### src/include/compare_latch_consts.vh
`ifndef COMPARE_LATCH_CONSTS_VH
`define COMPARE_LATCH_CONSTS_VH
// Register byte addresses (32-bit aligned words, data in bits 7:0)
`define ADDR_CM_REGION 2'b00
`define ADDR_CAP_REGION 2'b11
`define ADDR_TIME_BASE_SEL 8'h80
`define ADDR_CH_ENABLE 8'h84
`define ADDR_RELOAD_LO 8'h88
`define ADDR_RELOAD_HI 8'h8c
`define ADDR_CAP_MODE 8'h90
`define ADDR_T2_CONTROL 8'h94
`define ADDR_EXT_FLAGS 8'h98
`define ADDR_CT_STATUS 8'h9c
// Field positions
`define EDGE_SEL_ZERO_BIT 0
`define EDGE_SEL_FOUR_BIT 1
`define CT_RUN_BIT 0
`define CT_OVF_BIT 1
// Reset values
`define RST_TIME_BASE_SEL 8'h00
`define RST_CH_ENABLE 8'h00
`define RST_CAP_MODE 5'h00
`define RST_T2_CONTROL 2'h0
`define RST_WORD16 16'h0000
// Counts
`define NUM_CM 8
`define NUM_CAP 5
`define TIMER_MAX 16'hffff
`endif

### src/hdl/capture_edge_detect.v
`timescale 1ns/1ps
// Samples capture pins once per cycle and flags a transition in the chosen direction
module capture_edge_detect #(
  parameter WIDTH = 5
) (
  input wire clk_sys, // System clock
  input wire sys_rst, // Async reset, active high
  input wire [WIDTH-1:0] pinIn, // Raw capture pins
  input wire [WIDTH-1:0] riseSel, // 1 = rising edge, 0 = falling edge
  output reg [WIDTH-1:0] edgeHit_r // One-cycle pulse per recognised edge
);

  reg [WIDTH-1:0] sync1_r;
  reg [WIDTH-1:0] sync2_r;
  reg [WIDTH-1:0] sync3_r;

  ////////////////////////////////////////////////////////////////////////////
  // Three-stage sampler; stages two and three form consecutive samples
  always @(posedge clk_sys or posedge sys_rst)
  begin
    if (sys_rst)
    begin
      // Start at the idle high pin level so release makes no false edge
      sync1_r <= {WIDTH{1'b1}};
      sync2_r <= {WIDTH{1'b1}};
      sync3_r <= {WIDTH{1'b1}};
      edgeHit_r <= {WIDTH{1'b0}};
    end
    else
    begin
      sync1_r <= pinIn;
      sync2_r <= sync1_r;
      sync3_r <= sync2_r;
      // Two consecutive samples differing in the selected direction
      edgeHit_r <= (riseSel & sync2_r & ~sync3_r) | (~riseSel & ~sync2_r & sync3_r);
    end
  end

endmodule // capture_edge_detect

### src/hdl/compare_latch_and_capture.v
// Register access over Avalon-MM and the placing of the registers are this design's own decisions.
`timescale 1ns/1ps
`include "compare_latch_consts.vh"
// Summary of operation
// Mode 1: low-byte write loads compare latch directly.
// Time base select bits reset to 0, giving compare mode 1.
// Mode 0: writes hit register latch; compare latch loads at timer overflow.
// Software preloads both latches via mode 1 then mode 0 sequence.
// Writing the reload register starts the compare timer.
// Channels on timer 2 always run in compare mode 1.
// Timer 2 channels transfer full 16 bits on low-byte write only.
// Software writes high byte first, then low byte.
// Four compare/capture and reload/capture registers latch timer 2 count.
// Capture mode 0: channels 1 to 3 capture on rising pin edge.
// Channels 0 and 4 capture falling, or rising when edge select set.
// Software sets port latch to one for capture input pins.
// Inputs sampled each cycle; two differing samples make a transition.
// Timer 2 count latched the cycle after transition detection.
// Mode 0 transition sets the channel's external request flag.
// Mode 1: low-byte write triggers capture in the following cycle.
// Software-triggered capture raises no request flag.
// Capture mode is selectable per capture register.
// Overflow transfer happens only if low byte written since last transfer.
// Compare result reaches output only while channel enable is set.
// Mode 1 high-byte write stores the byte, no capture.
module compare_latch_and_capture #(
  parameter NCM = `NUM_CM,
  parameter NCAP = `NUM_CAP
) (
  input wire clk_sys, // System clock, 50 MHz
  input wire sys_rst, // Async reset, active high
  input wire [7:0] address, // Avalon byte address
  input wire read, // Avalon read
  input wire write, // Avalon write
  input wire [31:0] writedata, // Avalon write data
  output reg [31:0] readdata, // Avalon read data
  output reg waitrequest, // Avalon wait
  input wire [15:0] timerTwoCount, // Timer 2 count, same clock
  input wire [NCAP-1:0] captureIn, // Capture pins, ch0..ch4
  output reg [NCM-1:0] compareOut, // Compare outputs
  output reg [NCAP-1:0] extRequestFlag // External request flags ch0..ch4
);

  // Replace one byte of a 16-bit word
  function [15:0] setByte;
    input [15:0] oldVal;
    input hiSel;
    input [7:0] b;
    begin
      setByte = hiSel ? {b, oldVal[7:0]} : {oldVal[15:8], b};
    end
  endfunction

  // Pick one byte of a 16-bit word, zero extended
  function [31:0] getByte;
    input [15:0] val;
    input hiSel;
    begin
      getByte = {24'h000000, hiSel ? val[15:8] : val[7:0]};
    end
  endfunction

  ////////////////////////////////////////////////////////////////////////////
  // Storage
  reg [15:0] cmReg [0:NCM-1]; // Register latches
  reg [15:0] cmLatch [0:NCM-1]; // Compare latches
  reg [NCM-1:0] cmLowWr_r; // Low byte written since last transfer
  reg [7:0] timeBaseSel_r; // 1 = compare timer (mode 0), 0 = timer 2 (mode 1)
  reg [7:0] chEnable_r;
  reg [15:0] reload_r;
  reg [15:0] ctCount_r;
  reg ctRun_r;
  reg ctOvfFlag_r;
  reg [15:0] capReg [0:NCAP-1];
  reg [NCAP-1:0] capMode_r; // 1 = software-triggered capture
  reg [1:0] t2Control_r;
  reg [NCAP-1:0] swCap_r; // Pending software capture
  wire [NCAP-1:0] edgeHit;
  wire [NCAP-1:0] riseSel;
  integer i; // Loop index, compare registers
  integer j; // Loop index, compare outputs
  integer k; // Loop index, capture channels

  ////////////////////////////////////////////////////////////////////////////
  // Bus decode; access completes in the cycle waitrequest is low
  wire acc = ~waitrequest;
  wire wrStb = write & acc;
  wire hiSel = address[2];
  wire [2:0] ch = address[5:3];
  wire inCm = (address[7:6] == `ADDR_CM_REGION);
  wire inCap = (address[7:6] == `ADDR_CAP_REGION) && (ch < NCAP);
  wire [7:0] wb = writedata[7:0];
  wire ctOvf = ctRun_r & (ctCount_r == `TIMER_MAX);

  // Edge direction per capture channel
  assign riseSel = {t2Control_r[`EDGE_SEL_FOUR_BIT], 3'b111,
                    t2Control_r[`EDGE_SEL_ZERO_BIT]};

  capture_edge_detect #(
    .WIDTH(NCAP)
  ) edgeDet (
    .clk_sys(clk_sys),
    .sys_rst(sys_rst),
    .pinIn(captureIn),
    .riseSel(riseSel),
    .edgeHit_r(edgeHit)
  );

  ////////////////////////////////////////////////////////////////////////////
  // Avalon handshake and read data
  always @(posedge clk_sys or posedge sys_rst)
  begin
    if (sys_rst)
    begin
      waitrequest <= 1'b1;
      readdata <= 32'h00000000;
    end
    else if (!waitrequest)
      waitrequest <= 1'b1;
    else if (read | write)
    begin
      waitrequest <= 1'b0;
      readdata <= 32'h00000000;
      if (read)
      begin
        if (inCm)
          readdata <= getByte(cmReg[ch], hiSel);
        else if (inCap)
          readdata <= getByte(capReg[ch], hiSel);
        else
          case (address)
            `ADDR_TIME_BASE_SEL: readdata <= {24'h000000, timeBaseSel_r};
            `ADDR_CH_ENABLE: readdata <= {24'h000000, chEnable_r};
            `ADDR_RELOAD_LO: readdata <= getByte(reload_r, 1'b0);
            `ADDR_RELOAD_HI: readdata <= getByte(reload_r, 1'b1);
            `ADDR_CAP_MODE: readdata <= {27'h0000000, capMode_r};
            `ADDR_T2_CONTROL: readdata <= {30'h00000000, t2Control_r};
            `ADDR_EXT_FLAGS: readdata <= {27'h0000000, extRequestFlag};
            `ADDR_CT_STATUS: readdata <= {30'h00000000, ctOvfFlag_r, ctRun_r};
            default: readdata <= 32'h00000000;
          endcase
      end
    end
  end

  ////////////////////////////////////////////////////////////////////////////
  // Control registers
  always @(posedge clk_sys or posedge sys_rst)
  begin
    if (sys_rst)
    begin
      timeBaseSel_r <= `RST_TIME_BASE_SEL;
      chEnable_r <= `RST_CH_ENABLE;
      capMode_r <= `RST_CAP_MODE;
      t2Control_r <= `RST_T2_CONTROL;
    end
    else if (wrStb)
    begin
      case (address)
        `ADDR_TIME_BASE_SEL: timeBaseSel_r <= wb;
        `ADDR_CH_ENABLE: chEnable_r <= wb;
        `ADDR_CAP_MODE: capMode_r <= wb[NCAP-1:0];
        `ADDR_T2_CONTROL: t2Control_r <= wb[1:0];
        default: t2Control_r <= t2Control_r;
      endcase
    end
  end

  ////////////////////////////////////////////////////////////////////////////
  // Compare timer: reload write starts it, overflow reloads
  always @(posedge clk_sys or posedge sys_rst)
  begin
    if (sys_rst)
    begin
      reload_r <= `RST_WORD16;
      ctCount_r <= `RST_WORD16;
      ctRun_r <= 1'b0;
      ctOvfFlag_r <= 1'b0;
    end
    else
    begin
      if (wrStb && address == `ADDR_RELOAD_HI)
        reload_r <= setByte(reload_r, 1'b1, wb);
      if (wrStb && address == `ADDR_RELOAD_LO)
      begin
        reload_r <= setByte(reload_r, 1'b0, wb);
        ctCount_r <= {reload_r[15:8], wb};
        ctRun_r <= 1'b1;
      end
      else if (ctOvf)
        ctCount_r <= reload_r;
      else if (ctRun_r)
        ctCount_r <= ctCount_r + 16'h0001;
      // Sticky overflow flag, write one to clear; a new overflow wins
      if (ctOvf)
        ctOvfFlag_r <= 1'b1;
      else if (wrStb && address == `ADDR_CT_STATUS && wb[`CT_OVF_BIT])
        ctOvfFlag_r <= 1'b0;
    end
  end

  ////////////////////////////////////////////////////////////////////////////
  // Compare register and compare latch per channel
  always @(posedge clk_sys or posedge sys_rst)
  begin
    if (sys_rst)
    begin
      cmLowWr_r <= {NCM{1'b0}};
      for (i = 0; i < NCM; i = i + 1)
      begin
        cmReg[i] <= `RST_WORD16;
        cmLatch[i] <= `RST_WORD16;
      end
    end
    else
    begin
      for (i = 0; i < NCM; i = i + 1)
      begin
        if (wrStb && inCm && ch == i)
          cmReg[i] <= setByte(cmReg[i], hiSel, wb);
        if (timeBaseSel_r[i])
        begin
          // Buffered mode 0 on the compare timer
          if (ctOvf && cmLowWr_r[i])
            cmLatch[i] <= cmReg[i];
          if (wrStb && inCm && ch == i && !hiSel)
            cmLowWr_r[i] <= 1'b1;
          else if (ctOvf)
            cmLowWr_r[i] <= 1'b0;
        end
        else
        begin
          // Mode 1 on timer 2: full word moves on low-byte write only
          cmLowWr_r[i] <= 1'b0;
          if (wrStb && inCm && ch == i && !hiSel)
            cmLatch[i] <= {cmReg[i][15:8], wb};
        end
      end
    end
  end

  ////////////////////////////////////////////////////////////////////////////
  // Compare outputs, gated by channel enable
  always @(posedge clk_sys or posedge sys_rst)
  begin
    if (sys_rst)
      compareOut <= {NCM{1'b0}};
    else
      for (j = 0; j < NCM; j = j + 1)
        compareOut[j] <= chEnable_r[j] &
          ((timeBaseSel_r[j] ? ctCount_r : timerTwoCount) >= cmLatch[j]);
  end

  ////////////////////////////////////////////////////////////////////////////
  // Capture registers and external request flags
  always @(posedge clk_sys or posedge sys_rst)
  begin
    if (sys_rst)
    begin
      swCap_r <= {NCAP{1'b0}};
      extRequestFlag <= {NCAP{1'b0}};
      for (k = 0; k < NCAP; k = k + 1)
        capReg[k] <= `RST_WORD16;
    end
    else
    begin
      for (k = 0; k < NCAP; k = k + 1)
      begin
        // Software capture armed by low-byte write in mode 1
        swCap_r[k] <= wrStb && inCap && ch == k && !hiSel && capMode_r[k];
        if ((edgeHit[k] && !capMode_r[k]) || swCap_r[k])
          capReg[k] <= timerTwoCount;
        else if (wrStb && inCap && ch == k)
          capReg[k] <= setByte(capReg[k], hiSel, wb);
        // Request flag: pin edge in mode 0 only; set wins over clear
        if (edgeHit[k] && !capMode_r[k])
          extRequestFlag[k] <= 1'b1;
        else if (wrStb && address == `ADDR_EXT_FLAGS && wb[k])
          extRequestFlag[k] <= 1'b0;
      end
    end
  end

endmodule // compare_latch_and_capture

### config.mk
export PLATFORM = sky130hd
export DESIGN_NAME = compare_latch_and_capture
export DESIGN_NICKNAME = d
export VERILOG_FILES = /design/src/hdl/capture_edge_detect.v /design/src/hdl/compare_latch_and_capture.v
export VERILOG_INCLUDE_DIRS = /design/src /design/src/include
export SDC_FILE = /design/constraint.sdc
export NUM_CORES = 1
export LEC_CHECK = 0
export BUFFER_PORTS_ARGS = -buffer_cell sky130_fd_sc_hd__buf_2
export CORE_MARGIN = 2
export CORE_UTILIZATION = 40
export CTS_BUF_LIST = sky130_fd_sc_hd__clkbuf_2
export DETAILED_ROUTE_END_ITERATION = 10
export GPL_TIMING_DRIVEN = 0
export PLACE_DENSITY_LB_ADDON = 0.3
export SYNTH_ARGS = -nofsm -noshare
export SYNTH_HDL_FRONTEND = slang
export SYNTH_SLANG_ARGS = --single-unit
### constraint.sdc
create_clock -name clk_sys -period 37.2 [get_ports clk_sys]
set_input_delay 7.44 -clock clk_sys [delete_from_list [all_inputs] [get_ports clk_sys]]
set_output_delay 7.44 -clock clk_sys [all_outputs]
set_load 0.02 [all_outputs]
=== Yosys cells after proc, flatten, opt, wreduce, memory -nomap -nowiden ===
Cells that the tools add are included.

* Register bits after elaboration: 472
* Input bits: 65
* Output and inout port bits: 46
* Word-level logic and storage cells: 361

* $add $sub $neg: 1
* Magnitude comparators: 10
* Eq/ne operators: 38
* Muxes and demuxes: 90
* Bitwise operators: 23
* Reduce and logical (&&, ||, !) cells: 135

{| class="wikitable"
|+ Operator list
! kind !! count
|-
| two-way mux 16 bit || 50
|-
| greater-or-equal comparator 16 bit || 8
|-
| binary-select mux 16 bit (select 3 bit) || 2
|-
| AND reduction 2 bit || 40
|-
| equality test 8 bit (second input constant) || 8
|-
| one-hot mux 8 bit (8 select lines) || 1
|-
| logical AND 1 bit || 57
|-
| two-way mux 8 bit || 6
|-
| nonzero test 2 bit || 24
|-
| two-way mux 1 bit || 31
|-
| inequality test 2 x 1 -> 1 bit (second input constant) || 13
|-
| inequality test 3 x 1 -> 1 bit (second input constant) || 8
|-
| bitwise AND 5 bit || 4
|-
| adder 16 x 1 -> 16 bit (second input constant) || 1
|-
| equality test 16 bit (second input constant) || 1
|-
| NOT 5 bit || 3
|-
| equality test 3 bit (second input constant) || 4
|-
| bitwise AND 1 bit || 10
|-
| equality test 3 x 2 -> 1 bit (second input constant) || 2
|-
| zero test 1 bit || 6
|-
| logical OR 1 bit || 5
|-
| OR 5 bit || 1
|-
| greater-or-equal comparator 4 bit (second input constant) || 1
|-
| NOT 3 -> 4 bit || 1
|-
| other kinds (8) || 10
|}

=== Logic depth before layout (Yosys ltp) ===
Gate-level depths: netlist of the first run.

* Word-level depth: 8
* Mapped depth: 10

=== Hierarchy ===
Synthesis of the first run repeated with hierarchy kept, for this count alone.

* Cell total of the unflattened synthesis: 2387
* Area, all modules: 25804.7 um^2

{| class="wikitable"
|+ By module, submodules not included
! module !! instances !! cells each !! area an instance (um^2) !! sequential area each (um^2)
|-
| compare_latch_and_capture || 1 || 2351 || 25169.1 || 10711.5
|-
| capture_edge_detect || 1 || 36 || 635.6 || 519.2
|}

=== Least setup slack after synthesis of the first run ===
Ideal clock, no wire load.

* Kind: input -> register
* Start: input port address[6]
* End: register cmLatch[0] in the netlist's numbering
* Setup time: 128 ps
* Data arrival time: 9205 ps
* Data required time: 37072 ps
* Slack: 27867 ps
* Stages on the path: 9
* Cell sequence: buf_2 -> or2_2 -> buf_2 -> or3_1 -> buf_2 -> nor2_4 -> a31oi_4 -> buf_6 -> mux2_1

* Longest elaborated chain between the ends: 6

{| class="wikitable"
|+ Ends and longest elaborated chain
! element !! line !! text
|-
| start: declaration || compare_latch_and_capture.v:32 || <nowiki>input wire [7:0] address,</nowiki>
|-
| zero test 2 bit (no source line) || n/a ||
|-
| logical AND 1 bit (3 in a row) || compare_latch_and_capture.v:235 || <nowiki>if (wrStb && inCm && ch == i && !hiSel)</nowiki>
|-
| nonzero test 2 bit (no source line) || n/a ||
|-
| AND reduction 2 bit (no source line) || n/a ||
|-
| end signal: indexed assignment || compare_latch_and_capture.v:212 || <nowiki>cmLatch[i] <= `RST_WORD16;</nowiki>
|-
| end signal: indexed assignment || compare_latch_and_capture.v:225 || <nowiki>cmLatch[i] <= cmReg[i];</nowiki>
|-
| end signal: indexed assignment || compare_latch_and_capture.v:236 || <nowiki>cmLatch[i] <= {cmReg[i][15:8], wb};</nowiki>
|-
| end: declaration || compare_latch_and_capture.v:66 || <nowiki>reg [15:0] cmLatch [0:NCM-1];</nowiki>
|}

No other way between the ends.
A chain may end at the register's enable or synchronous reset.

=== Worst setup path after layout of the first run ===
* Start: input port address[4]
* End: register readdata[4]

* Longest elaborated chain between the ends: 8

{| class="wikitable"
|+ Ends and longest elaborated chain
! element !! line !! text
|-
| NOT 3 -> 4 bit (implied by the code) || compare_latch_and_capture.v:127, compare_latch_and_capture.v:129 ||
|-
| binary-select mux 16 bit (select 3 bit) || compare_latch_and_capture.v:129 || <nowiki>readdata <= getByte(capReg[ch], hiSel);</nowiki>
|-
| two-way mux 16 bit (implied by the code) (2 in a row) || compare_latch_and_capture.v:129 ||
|-
| two-way mux 8 bit || compare_latch_and_capture.v:59 || <nowiki>getByte = {24'h000000, hiSel ? val[15:8] : val[7:0]};</nowiki>
|-
| two-way mux 8 bit || compare_latch_and_capture.v:128 || <nowiki>else if (inCap)</nowiki>
|-
| two-way mux 8 bit * || compare_latch_and_capture.v:126 || <nowiki>if (inCm)</nowiki>
|-
| two-way mux 8 bit * || compare_latch_and_capture.v:124 || <nowiki>if (read)</nowiki>
|-
| end signal: assignment || compare_latch_and_capture.v:127 || <nowiki>readdata <= getByte(cmReg[ch], hiSel);</nowiki>
|-
| end signal: assignment || compare_latch_and_capture.v:129 ||
|-
| end signal: assignment || compare_latch_and_capture.v:132 || <nowiki>`ADDR_TIME_BASE_SEL: readdata <= {24'h000000, timeBaseSel_r};</nowiki>
|-
| end: declaration || compare_latch_and_capture.v:36 || <nowiki>output reg [31:0] readdata,</nowiki>
|}

Every way passes the cells marked *; elsewhere a longest branch is shown, timed or not. The select of a mux whose other input is x is not followed.

==> results.py, run 1 <==
metrics = {
    "timing": {
        "tightest_slew_ps": 1350,
        "rsz0062_at_grt": "false",
        "hold_viol": 0,
        "setup_viol": 0,
        "period_share_pct": 26.4,
        "fin_skew_ps": 104,
        "setup_tns_ps": 0,
        "drv_slew": 0,
        "period_minus_slack_ps": 9830,
        "clock.fmax_mhz": 102,
        "max_slew_margin_pct": 9.39,
    },
    "placement": {
        "hpwl_mm": 68.5,
        "dpl.cell_count": 3214,
        "globalplace.congestion": 0.980,
        "portBuffers": 60,
    },
    "cts": {
        "cts_setup_buffers": 0,
        "cts-root-buf": "clkbuf_2",
        "cts_max_level": 3,
        "cts_sinks": 448,
        "tritoncts": "built",
        "cts_resized": 0,
        "cts_hold_buf": 0,
        "clk_pin_slew_worst_paths_ps": 110,
        "clockBufferDepth": 3,
        "numCtsBuffers": 118,
        "clock_latency_ps": 1240,
    },
    "global_route": {
        "grt_antenna_before_repair": 5,
        "grt_pass1_wl_mm": 136,
        "grt_pass1_vias": 20500,
        "grt_overflow": 0,
        "grt_max_degree": 124,
        "grtUsageTotal_pct": 27.7,
    },
    "setup_path": {
        "end_kind": "flip-flop",
        "criticalPathCategory": "primary input to flip-flop",
        "r2r_cells": 9,
        "cp.arrival_ps": 10900,
        "required_ps": 38270,
        "r2r_start": "timeBaseSel_r[4]",
        "reg2reg_to": "compareOut[4]",
        "r2r_setup_slack_ps": 33560,
        "crit_path_start_kind": "primary input",
        "crit_fanout": 10,
    },
    "power_and_ir_drop": {
        "power_density_nw_per_um2": 39.3,
        "cellLeakagePower_nw": 13.7,
        "ir_worst_vdd_mv": 0.0256,
    },
    "synthesis": {
        "async_reset_ff_share_pct": 100,
        "ys_seq_elements": 448,
        "avgSynthCellArea_sq_um": 11.4,
        "ys_warn_count": 0,
        "synth_edf_count": 0,
        "ys_types": 76,
        "synthCells": 2273,
        "synth.top_cells.by_area": "dfrtp_1, mux2_2, mux2i_1, ha_1, mux4_2",
        "synthFlopType": "dfrtp_1",
        "yosysSeqAreaShare_pct": 43.3,
        "netlist_area_sq_um": 25900,
        "synthTopCellsByCount": "dfrtp_1, mux2_2, mux2i_1, ha_1, inv_1",
        "synth_area_leader_cell": "dfrtp_1",
        "synth_most_common_cell": "dfrtp_1",
        "synth_top_area_share_pct": 41.7,
    },
    "detailed_routing": {
        "num_vias": 20100,
        "avgViaCountPerCell": 5.87,
        "postRouteAntennaNets": 0,
        "drc": 0,
        "wire_per_inst_um": 27.0,
        "first_pass_iters": 5,
        "drt_iter0_drc": 2009,
        "wirelength_mm": 92.6,
    },
    "floorplan": {
        "core-area_sq_um": 64300,
        "io-pin-count": 111,
        "die_w_um": 259,
        "die_height_um": 259,
        "initial_core_util_pct": 40.3,
        "rows": 93,
        "die_area_sq_um": 66900,
    },
    "flow_run": {
        "drv_cap": 0,
    },
    "final_layout": {
        "finalNonFillerCells": 3430,
        "post_route_cells_drive_above_1_share_pct": 30.2,
        "final_util_pct": 44.4,
        "nets": 2673,
        "syn2layout_area_growth_pct": 10.1,
    },
    "min_path": {
        "min-delay-start": "edgeDet.sync1_r[1]",
        "hold_class": "flip-flop to flip-flop",
        "holdPathStages": 0,
        "whs_endpoint": "edgeDet.sync2_r[1]",
    },
    "outcome": {
        "status": "complete, no violations",
    },
}
[cell usage in the layout, fill, tap and decap left out, types with 27 or more instances in the layout]
cell type and instances:
buf_4 27, mux4_2 49, dfrtp_1 432, a21o_1 59
mux2_2 348, clkbuf_1 101, nor2_1 106, mux2i_1 198
a21oi_1 105, ha_1 129, inv_1 127, nand2_1 122
o21ai_0 75, buf_2 97, clkbuf_2 183
[worst max-delay path by stage]
stage,startpoint,endpoint,slack [ps]
floorplan,sys_rst,capMode_r[0],17300
global placement,sys_rst,capReg[28],12030
detailed placement,address[4],readdata[5],26260
CTS,address[4],readdata[5],27590
global route,address[3],cmLatch[32],27490
finish,address[4],readdata[4],27370
[metrics by stage]
step | total power, W | setup WS (ps) | area (sq um) | hold WS, ps
2_1_floorplan | 0.000687 | 17300 | 26000 | 345
3_3_place_gp | 0.000759 | 12030 | 27400 | 348
3_5_place_dp | 0.000767 | 26260 | 27500 | 347
4_1_cts | 0.00113 | 27590 | 28600 | 361
5_1_grt | 0.00118 | 27490 | 28600 | 370
6_report | 0.00112 | 27370 | 28600 | 351
[area by class of cell]
cell class	count	area (sq um)
Multi-Input combinational cell	1532	13400
Clock inverter	28	160
Tap cell	855	1070
Buffer	188	937
Clock buffer	182	911
Sequential cell	448	11200
Fill cell	6091	35800
Inverter	128	488
Timing Repair Buffer	63	383
Antenna cell	6	15.0
[state kept, by name (all words and copies together), names as in the netlist, 2 cells and up]
signal / count
edgeDet.edgeHit_r: 5
chEnable_r: 8
t2Control_r: 2
edgeDet.sync2_r: 5
swCap_r: 5
timeBaseSel_r: 8
capMode_r: 5
cmLowWr_r: 8
edgeDet.sync3_r: 5
ctCount_r: 16
edgeDet.sync1_r: 5
reload_r: 16
extRequestFlag: 5
readdata: 8
compareOut: 8
cmLatch: 128
capReg: 80
cmReg: 128
[metal layers]
layer | wire (um) | global-route usage [%] | vias up
met3 | 7960 | 5.76 | 232
met5 | 10 | 0 | -
met4 | 4460 | 12.9 | 2
met1 | 39500 | 38.2 | 10300
met2 | 40700 | 41.9 | 978
li1 | - | - | 8644
[power by group]
part | switching (W) | internal, W
Sequential | 0.0000284 | 0.000524
Combinational | 0.000131 | 0.0000795
Clock | 0.000218 | 0.000142
[worst max-delay path, cell delays in order]
cell	delay, ps
buf_2	110
buf_4	240
buf_2	430
buf_2	520
buf_2	570
mux4_2	480
a2111oi_0	920
o41ai_1	150
[kinds of logic (layout without fill, tap and decap cells)]
group                      after synthesis  after routing  synth area share, %
muxes                                  603            603                 27.4
AOI/OAI and AO/OA                      382            382                 10.1
other                                    1             30               0.0145
adders and majority gates              129            129                 6.22
buffers and inverters                  316            589                 5.46
DFF                                    448            448                 43.3
and+or+nand+nor                        394            394                 7.57
Power figures use the tool's default switching activity.
==> inputs of run 2 (changes only) <==
Settings changed: ABC_AREA set to 1.
Clock period 37.2 ns to 10.05 ns, I/O delays scaled along.
==> results.py, run 2 <==
metrics = {
    "cts": {
        "cts_sinks": 448,
        "cts_max_level": 3,
        "cts_setup_buffers": 0,
        "clockBufferDepth": 3,
        "tritoncts": "built",
        "cts-root-buf": "clkbuf_2",
        "clock_latency_ps": 1310,
        "clk_pin_slew_worst_paths_ps": 120,
        "cts_resized": 0,
        "numCtsBuffers": 119,
        "cts_hold_buf": 0,
    },
    "floorplan": {
        "die_w_um": 256,
        "initial_core_util_pct": 40.4,
        "die_area_sq_um": 65700,
        "rows": 92,
        "io-pin-count": 111,
        "core-area_sq_um": 63000,
        "die_height_um": 256,
    },
    "power_and_ir_drop": {
        "p_int_w": 0.00272,
        "power_density_nw_per_um2": 153,
        "ir_worst_vdd_mv": 0.0810,
        "p_switching_w": 0.00160,
        "power_w": 0.00432,
        "swShare_pct": 37.0,
        "cellLeakagePower_nw": 13.3,
        "power_frac_clock_pct": 31.4,
        "pwr-share-seq_pct": 47.7,
        "combPwrFrac_pct": 20.8,
    },
    "detailed_routing": {
        "postRouteAntennaNets": 0,
        "first_pass_iters": 6,
        "wire_per_inst_um": 22.8,
        "drc": 0,
        "num_vias": 25000,
        "avgViaCountPerCell": 5.47,
        "drt_iter0_drc": 2830,
        "wirelength_mm": 104,
    },
    "setup_path": {
        "r2r_cells": 8,
        "cp-startpoint": "waitrequest",
        "cp.arrival_ps": 2010,
        "crit_buf_inv": 1,
        "crit_path_max_incr_delay_ps": 550,
        "crit_path_start_kind": "flip-flop",
        "crit_family": "flip-flops",
        "end_kind": "output pin",
        "criticalPathCategory": "flip-flop to output pin",
        "path_depth": 1,
        "crit_fanout": 3,
        "cpMaxStageDelayCell": "dfstp_2",
        "path_cells": "buf_2",
        "r2r_start": "ctCount_r[0]",
        "required_ps": 8040,
    },
    "timing": {
        "fin_skew_ps": 153,
        "clock.fmax_mhz": 249,
        "period_minus_slack_ps": 4020,
        "drv_slew": 22,
        "max_slew_margin_pct": -4.76,
        "hold_viol": 0,
        "tightest_slew_ps": 1570,
        "rsz0062_at_grt": "false",
        "timing.hold.ws_ps": 349,
        "setup_ws_ps": 6030,
        "period_share_pct": 40.0,
        "setup_viol": 0,
    },
    "min_path": {
        "min-delay-start": "edgeDet.sync1_r[0]",
        "hold_class": "flip-flop to flip-flop",
        "holdPathStages": 0,
    },
    "placement": {
        "portBuffers": 61,
        "globalplace.congestion": 1.03,
        "preCtsSetupSlack_ps": 5180,
        "hpwl_mm": 75.0,
    },
    "final_layout": {
        "regArea_sq_um": 11200,
        "nets": 3824,
        "final_common_cell": "nand2_1",
        "n_fill_cell": 6554,
        "syn2layout_area_growth_pct": 11.1,
        "layout_top_registers": "cmLatch x128, cmReg x128, capReg x80",
        "layout_common_cells": "nand2_1, o21ai_0, dfrtp_1",
        "multiInputGateArea_sq_um": 12000,
        "post_route_cells_drive_above_1_share_pct": 10.4,
    },
    "global_route": {
        "busiest_layer": "met2",
        "grtUsageMet2_pct": 46.2,
        "grt_use_met3_pct": 7.78,
        "grtUsageTotal_pct": 31.6,
        "grt_pass1_vias": 24100,
        "grt_overflow": 0,
        "grt_pass1_wl_mm": 154,
        "grt_max_degree": 43,
        "gr-usage-met1_pct": 40.7,
        "grt_antenna_before_repair": 6,
    },
    "synthesis": {
        "ys_seq_elements": 448,
        "synth_most_common_cell": "nand2_1",
        "avgSynthCellArea_sq_um": 7.46,
        "synthTopCellsByCount": "nand2_1, o21ai_0, dfrtp_1, inv_1, nand3_1",
        "synth.top_cells.by_area": "dfrtp_1, nand2_1, o21ai_0, ha_1, inv_1",
        "async_reset_ff_share_pct": 100,
        "synthCells": 3412,
        "ys_types": 39,
        "synth_edf_count": 0,
        "netlist_area_sq_um": 25500,
        "yosysSeqAreaShare_pct": 44.1,
        "synth_area_leader_cell": "dfrtp_1",
        "ys_warn_count": 0,
        "synth_top_area_share_pct": 42.5,
        "synthFlopType": "dfrtp_1",
    },
    "flow_run": {
        "drv_cap": 3,
    },
    "outcome": {
        "failed_checks": "capacitance limit, slew limit",
        "status": "complete, but fails checks",
    },
}
[run 2: cells by family (layout without fill, tap and decap cells)]
logic type / count (synthesis) / after routing / share of synthesized area (%)
buf+inv: 569 / 859 / 8.96
fa+ha+maj: 129 / 129 / 6.34
xor+xnor: 11 / 11 / 0.379
other cells: 1 / 28 / 0.0147
simple gates: 1395 / 1395 / 22.0
flops: 448 / 448 / 44.1
compound gates: 859 / 859 / 18.2
[run 2: area by class of cell]
class                           count  share of cell area, %
Inverter                          342                   4.55
Clock buffer                      180                   3.19
Buffer                            227                   3.53
Tap cell                          846                   3.74
Timing Repair Buffer               74                   2.00
Antenna cell                        4                 0.0354
Multi-Input combinational cell   2418                   42.5
Clock inverter                     36                  0.717
Sequential cell                   448                   39.7
[run 2: power groups by stage]
stage | Combinational, W | Clock (W) | Sequential, W
global route | 0.000978 | 0.00147 | 0.00208
finish | 0.000900 | 0.00136 | 0.00206
global placement | 0.000845 | 0 | 0.00209
CTS | 0.000875 | 0.00138 | 0.00206
detailed placement | 0.000871 | 0 | 0.00209
floorplan | 0.000526 | 0 | 0.00206
[run 2: layer usage]
layer	wire, um	vias to the layer above	part of all wire, %
met2	43800	1321	42
met3	10600	332	10
li1	-	11600	-
met1	41700	11800	40
met4	8100	4	7.8
met5	24	-	0.023
[run 2: final timing paths]
| check | slack, ps | to |
|---|---|---|
| min | 350 | edgeDet.sync2_r[0] |
| min in group asynchronous | 860 | cmLatch[57] |
| max | 6030 | waitrequest |
| max reg2reg | 6760 | ctCount_r[5] |
| max in group asynchronous | 7340 | edgeDet.sync2_r[4] |
| min reg2reg | 350 | edgeDet.sync2_r[0] |
[run 2: per-stage QoR]
| step | util (%) | cells | TNS [ps] | cell area [sq um] |
|---|---|---|---|---|
| after floorplan | - | 3435 | 0 | 25500 |
| final | 44.9 | 4575 | 0 | 28300 |
| after CTS | 44.9 | 4571 | 0 | 28300 |
| after global placement | 42.7 | 4342 | -386280 | 26900 |
| after detailed placement | 43.1 | 4355 | 0 | 27200 |
| after global routing | 44.9 | 4573 | 0 | 28300 |
==> inputs of run 3 (changes only) <==
Clock period 10.05 ns to 3.9 ns, I/O delays scaled along.
==> results.py, run 3 (synthesis results as in run 2) <==
metrics = {
    "outcome": {
        "status": "complete, but fails checks",
        "failed_checks": "capacitance limit, slew limit",
    },
    "detailed_routing": {
        "avgViaCountPerCell": 5.50,
        "num_vias": 25400,
        "wire_per_inst_um": 22.7,
        "first_pass_iters": 6,
        "postRouteAntennaNets": 0,
        "drc": 0,
        "drt_iter0_drc": 2871,
        "wirelength_mm": 105,
    },
    "power_and_ir_drop": {
        "power_frac_clock_pct": 31.3,
        "pwr-share-seq_pct": 47.5,
        "swShare_pct": 37.0,
        "cellLeakagePower_nw": 13.4,
        "combPwrFrac_pct": 21.2,
        "power_w": 0.0112,
        "ir_worst_vdd_mv": 0.236,
        "p_switching_w": 0.00414,
        "power_density_nw_per_um2": 390,
        "p_int_w": 0.00705,
    },
    "final_layout": {
        "final_util_pct": 45.6,
        "finalInstanceArea_sq_um": 28700,
        "syn2layout_area_growth_pct": 12.7,
        "nets": 3866,
        "post_route_cells_drive_above_1_share_pct": 10.3,
        "regArea_sq_um": 11200,
        "layout_common_cells": "nand2_1, o21ai_0, dfrtp_1",
        "final_common_cell": "nand2_1",
        "multiInputGateArea_sq_um": 12000,
        "n_fill_cell": 6505,
        "layout_top_registers": "cmLatch x128, cmReg x128, capReg x80",
    },
    "setup_path": {
        "crit_buf_inv": 2,
        "crit_path_start_kind": "flip-flop",
        "crit_family": "buffers and inverters",
        "criticalPathCategory": "flip-flop to flip-flop",
        "path_cells": "ha_1 > nand3_2 > nor3_2 > nand4_1 > inv_1 > clkbuf_1 > o21ai_0 > o21bai_1",
        "cp.arrival_ps": 4480,
        "crit_path_max_incr_delay_ps": 890,
        "cpMaxStageDelayCell": "clkbuf_1",
        "required_ps": 5070,
        "crit_fanout": 10,
        "end_kind": "flip-flop",
    },
    "timing": {
        "hold_viol": 0,
        "setup_viol": 0,
        "rsz0062_at_grt": "false",
        "max_slew_margin_pct": -2.89,
        "tightest_slew_ps": 1540,
        "setup_ws_ps": 597,
        "drv_slew": 22,
        "clock.fmax_mhz": 303,
        "timing.hold.ws_ps": 151,
        "period_share_pct": 84.7,
        "fin_skew_ps": 134,
        "period_minus_slack_ps": 3300,
    },
    "floorplan": {
        "rows": 92,
        "core-area_sq_um": 63000,
        "die_height_um": 256,
        "io-pin-count": 111,
        "initial_core_util_pct": 40.4,
        "die_area_sq_um": 65700,
        "die_w_um": 256,
    },
    "placement": {
        "hpwl_mm": 75.0,
        "placed_area_sq_um": 27200,
        "portBuffers": 61,
        "preCtsSetupSlack_ps": 263,
        "globalplace.congestion": 1.03,
    },
    "cts": {
        "clockBufferDepth": 3,
        "numCtsBuffers": 119,
        "tritoncts": "built",
        "cts-root-buf": "clkbuf_2",
        "cts_setup_buffers": 0,
        "clk_pin_slew_worst_paths_ps": 120,
        "clock_latency_ps": 1280,
        "cts_max_level": 3,
        "cts_sinks": 448,
    },
    "min_path": {
        "hold_class": "primary input to flip-flop",
    },
    "global_route": {
        "grt_max_degree": 43,
        "grt_antenna_before_repair": 5,
        "grt_overflow": 0,
        "grt_pass1_vias": 24300,
        "grt_pass1_wl_mm": 155,
        "grtUsageTotal_pct": 31.7,
    },
    "flow_run": {
        "drv_cap": 2,
    },
}
-- run 3: changes by cell type in the layout (fill, tap and decap cells not counted), sizes merged --
cell	delta
diode	-2
dlygate4sd3	+42
-- run 3: tightest hold or removal path: cells and delay by family --
family | cells | cell delay, ps
simple gates | 4 | 370
buf+inv | 2 | 180
compound gates | 1 | 80
-- run 3: power groups by stage --
stage | Clock, W | Combinational (W) | Sequential [W]
after CTS | 0.00355 | 0.00230 | 0.00531
after global routing | 0.00380 | 0.00257 | 0.00536
final | 0.00351 | 0.00237 | 0.00532
after detailed placement | 0 | 0.00225 | 0.00540
after global placement | 0 | 0.00218 | 0.00540
after floorplan | 0 | 0.00136 | 0.00532
-- run 3: final cells by class --
type / count / share of cell area, %
Antenna cell: 2 / 0.0174
Buffer: 227 / 3.47
Clock buffer: 180 / 3.14
Clock inverter: 36 / 0.706
Inverter: 342 / 4.49
Multi-Input combinational cell: 2418 / 41.9
Sequential cell: 448 / 39.1
Tap cell: 846 / 3.69
Timing Repair Buffer: 116 / 3.44
-- run 3: metal layers --
layer	GRT usage (%)	part of all wire (%)	vias to the layer above	routed length (um)
met5	0	0.011	-	12
met4	23.4	8.0	2	8340
met3	7.61	10	349	10800
met2	46.4	42	1375	43800
met1	40.8	40	11900	41800
li1	-	-	11700	-
-- run 3: timing repair --
| action | CTS | global route |
|---|---|---|
| hold endpoints to repair | 222 | 0 |
| hold buffers | 42 | 0 |
| resized for setup | 0 | 0 |
-- run 3: through the flow --
| step | setup TNS, ps | instances |
|---|---|---|
| after CTS | 0 | 4613 |
| after global placement | -2567180 | 4342 |
| after global routing | 0 | 4615 |
| after detailed placement | 0 | 4355 |
| after floorplan | -1283180 | 3435 |
| final | 0 | 4615 |
-- run 3: path summary, 6_finish.rpt --
check	start	to	slack, ps	cells past startpoint
min	address[7]	swCap_r[3]	150	7
min reg2reg	edgeDet.sync1_r[0]	edgeDet.sync2_r[0]	350	0
max	ctCount_r[0]	ctCount_r[5]	600	8
max reg2reg	ctCount_r[0]	ctCount_r[5]	600	8
max in group asynchronous	sys_rst	edgeDet.sync1_r[0]	1870	9
min in group asynchronous	sys_rst	cmLatch[57]	170	3
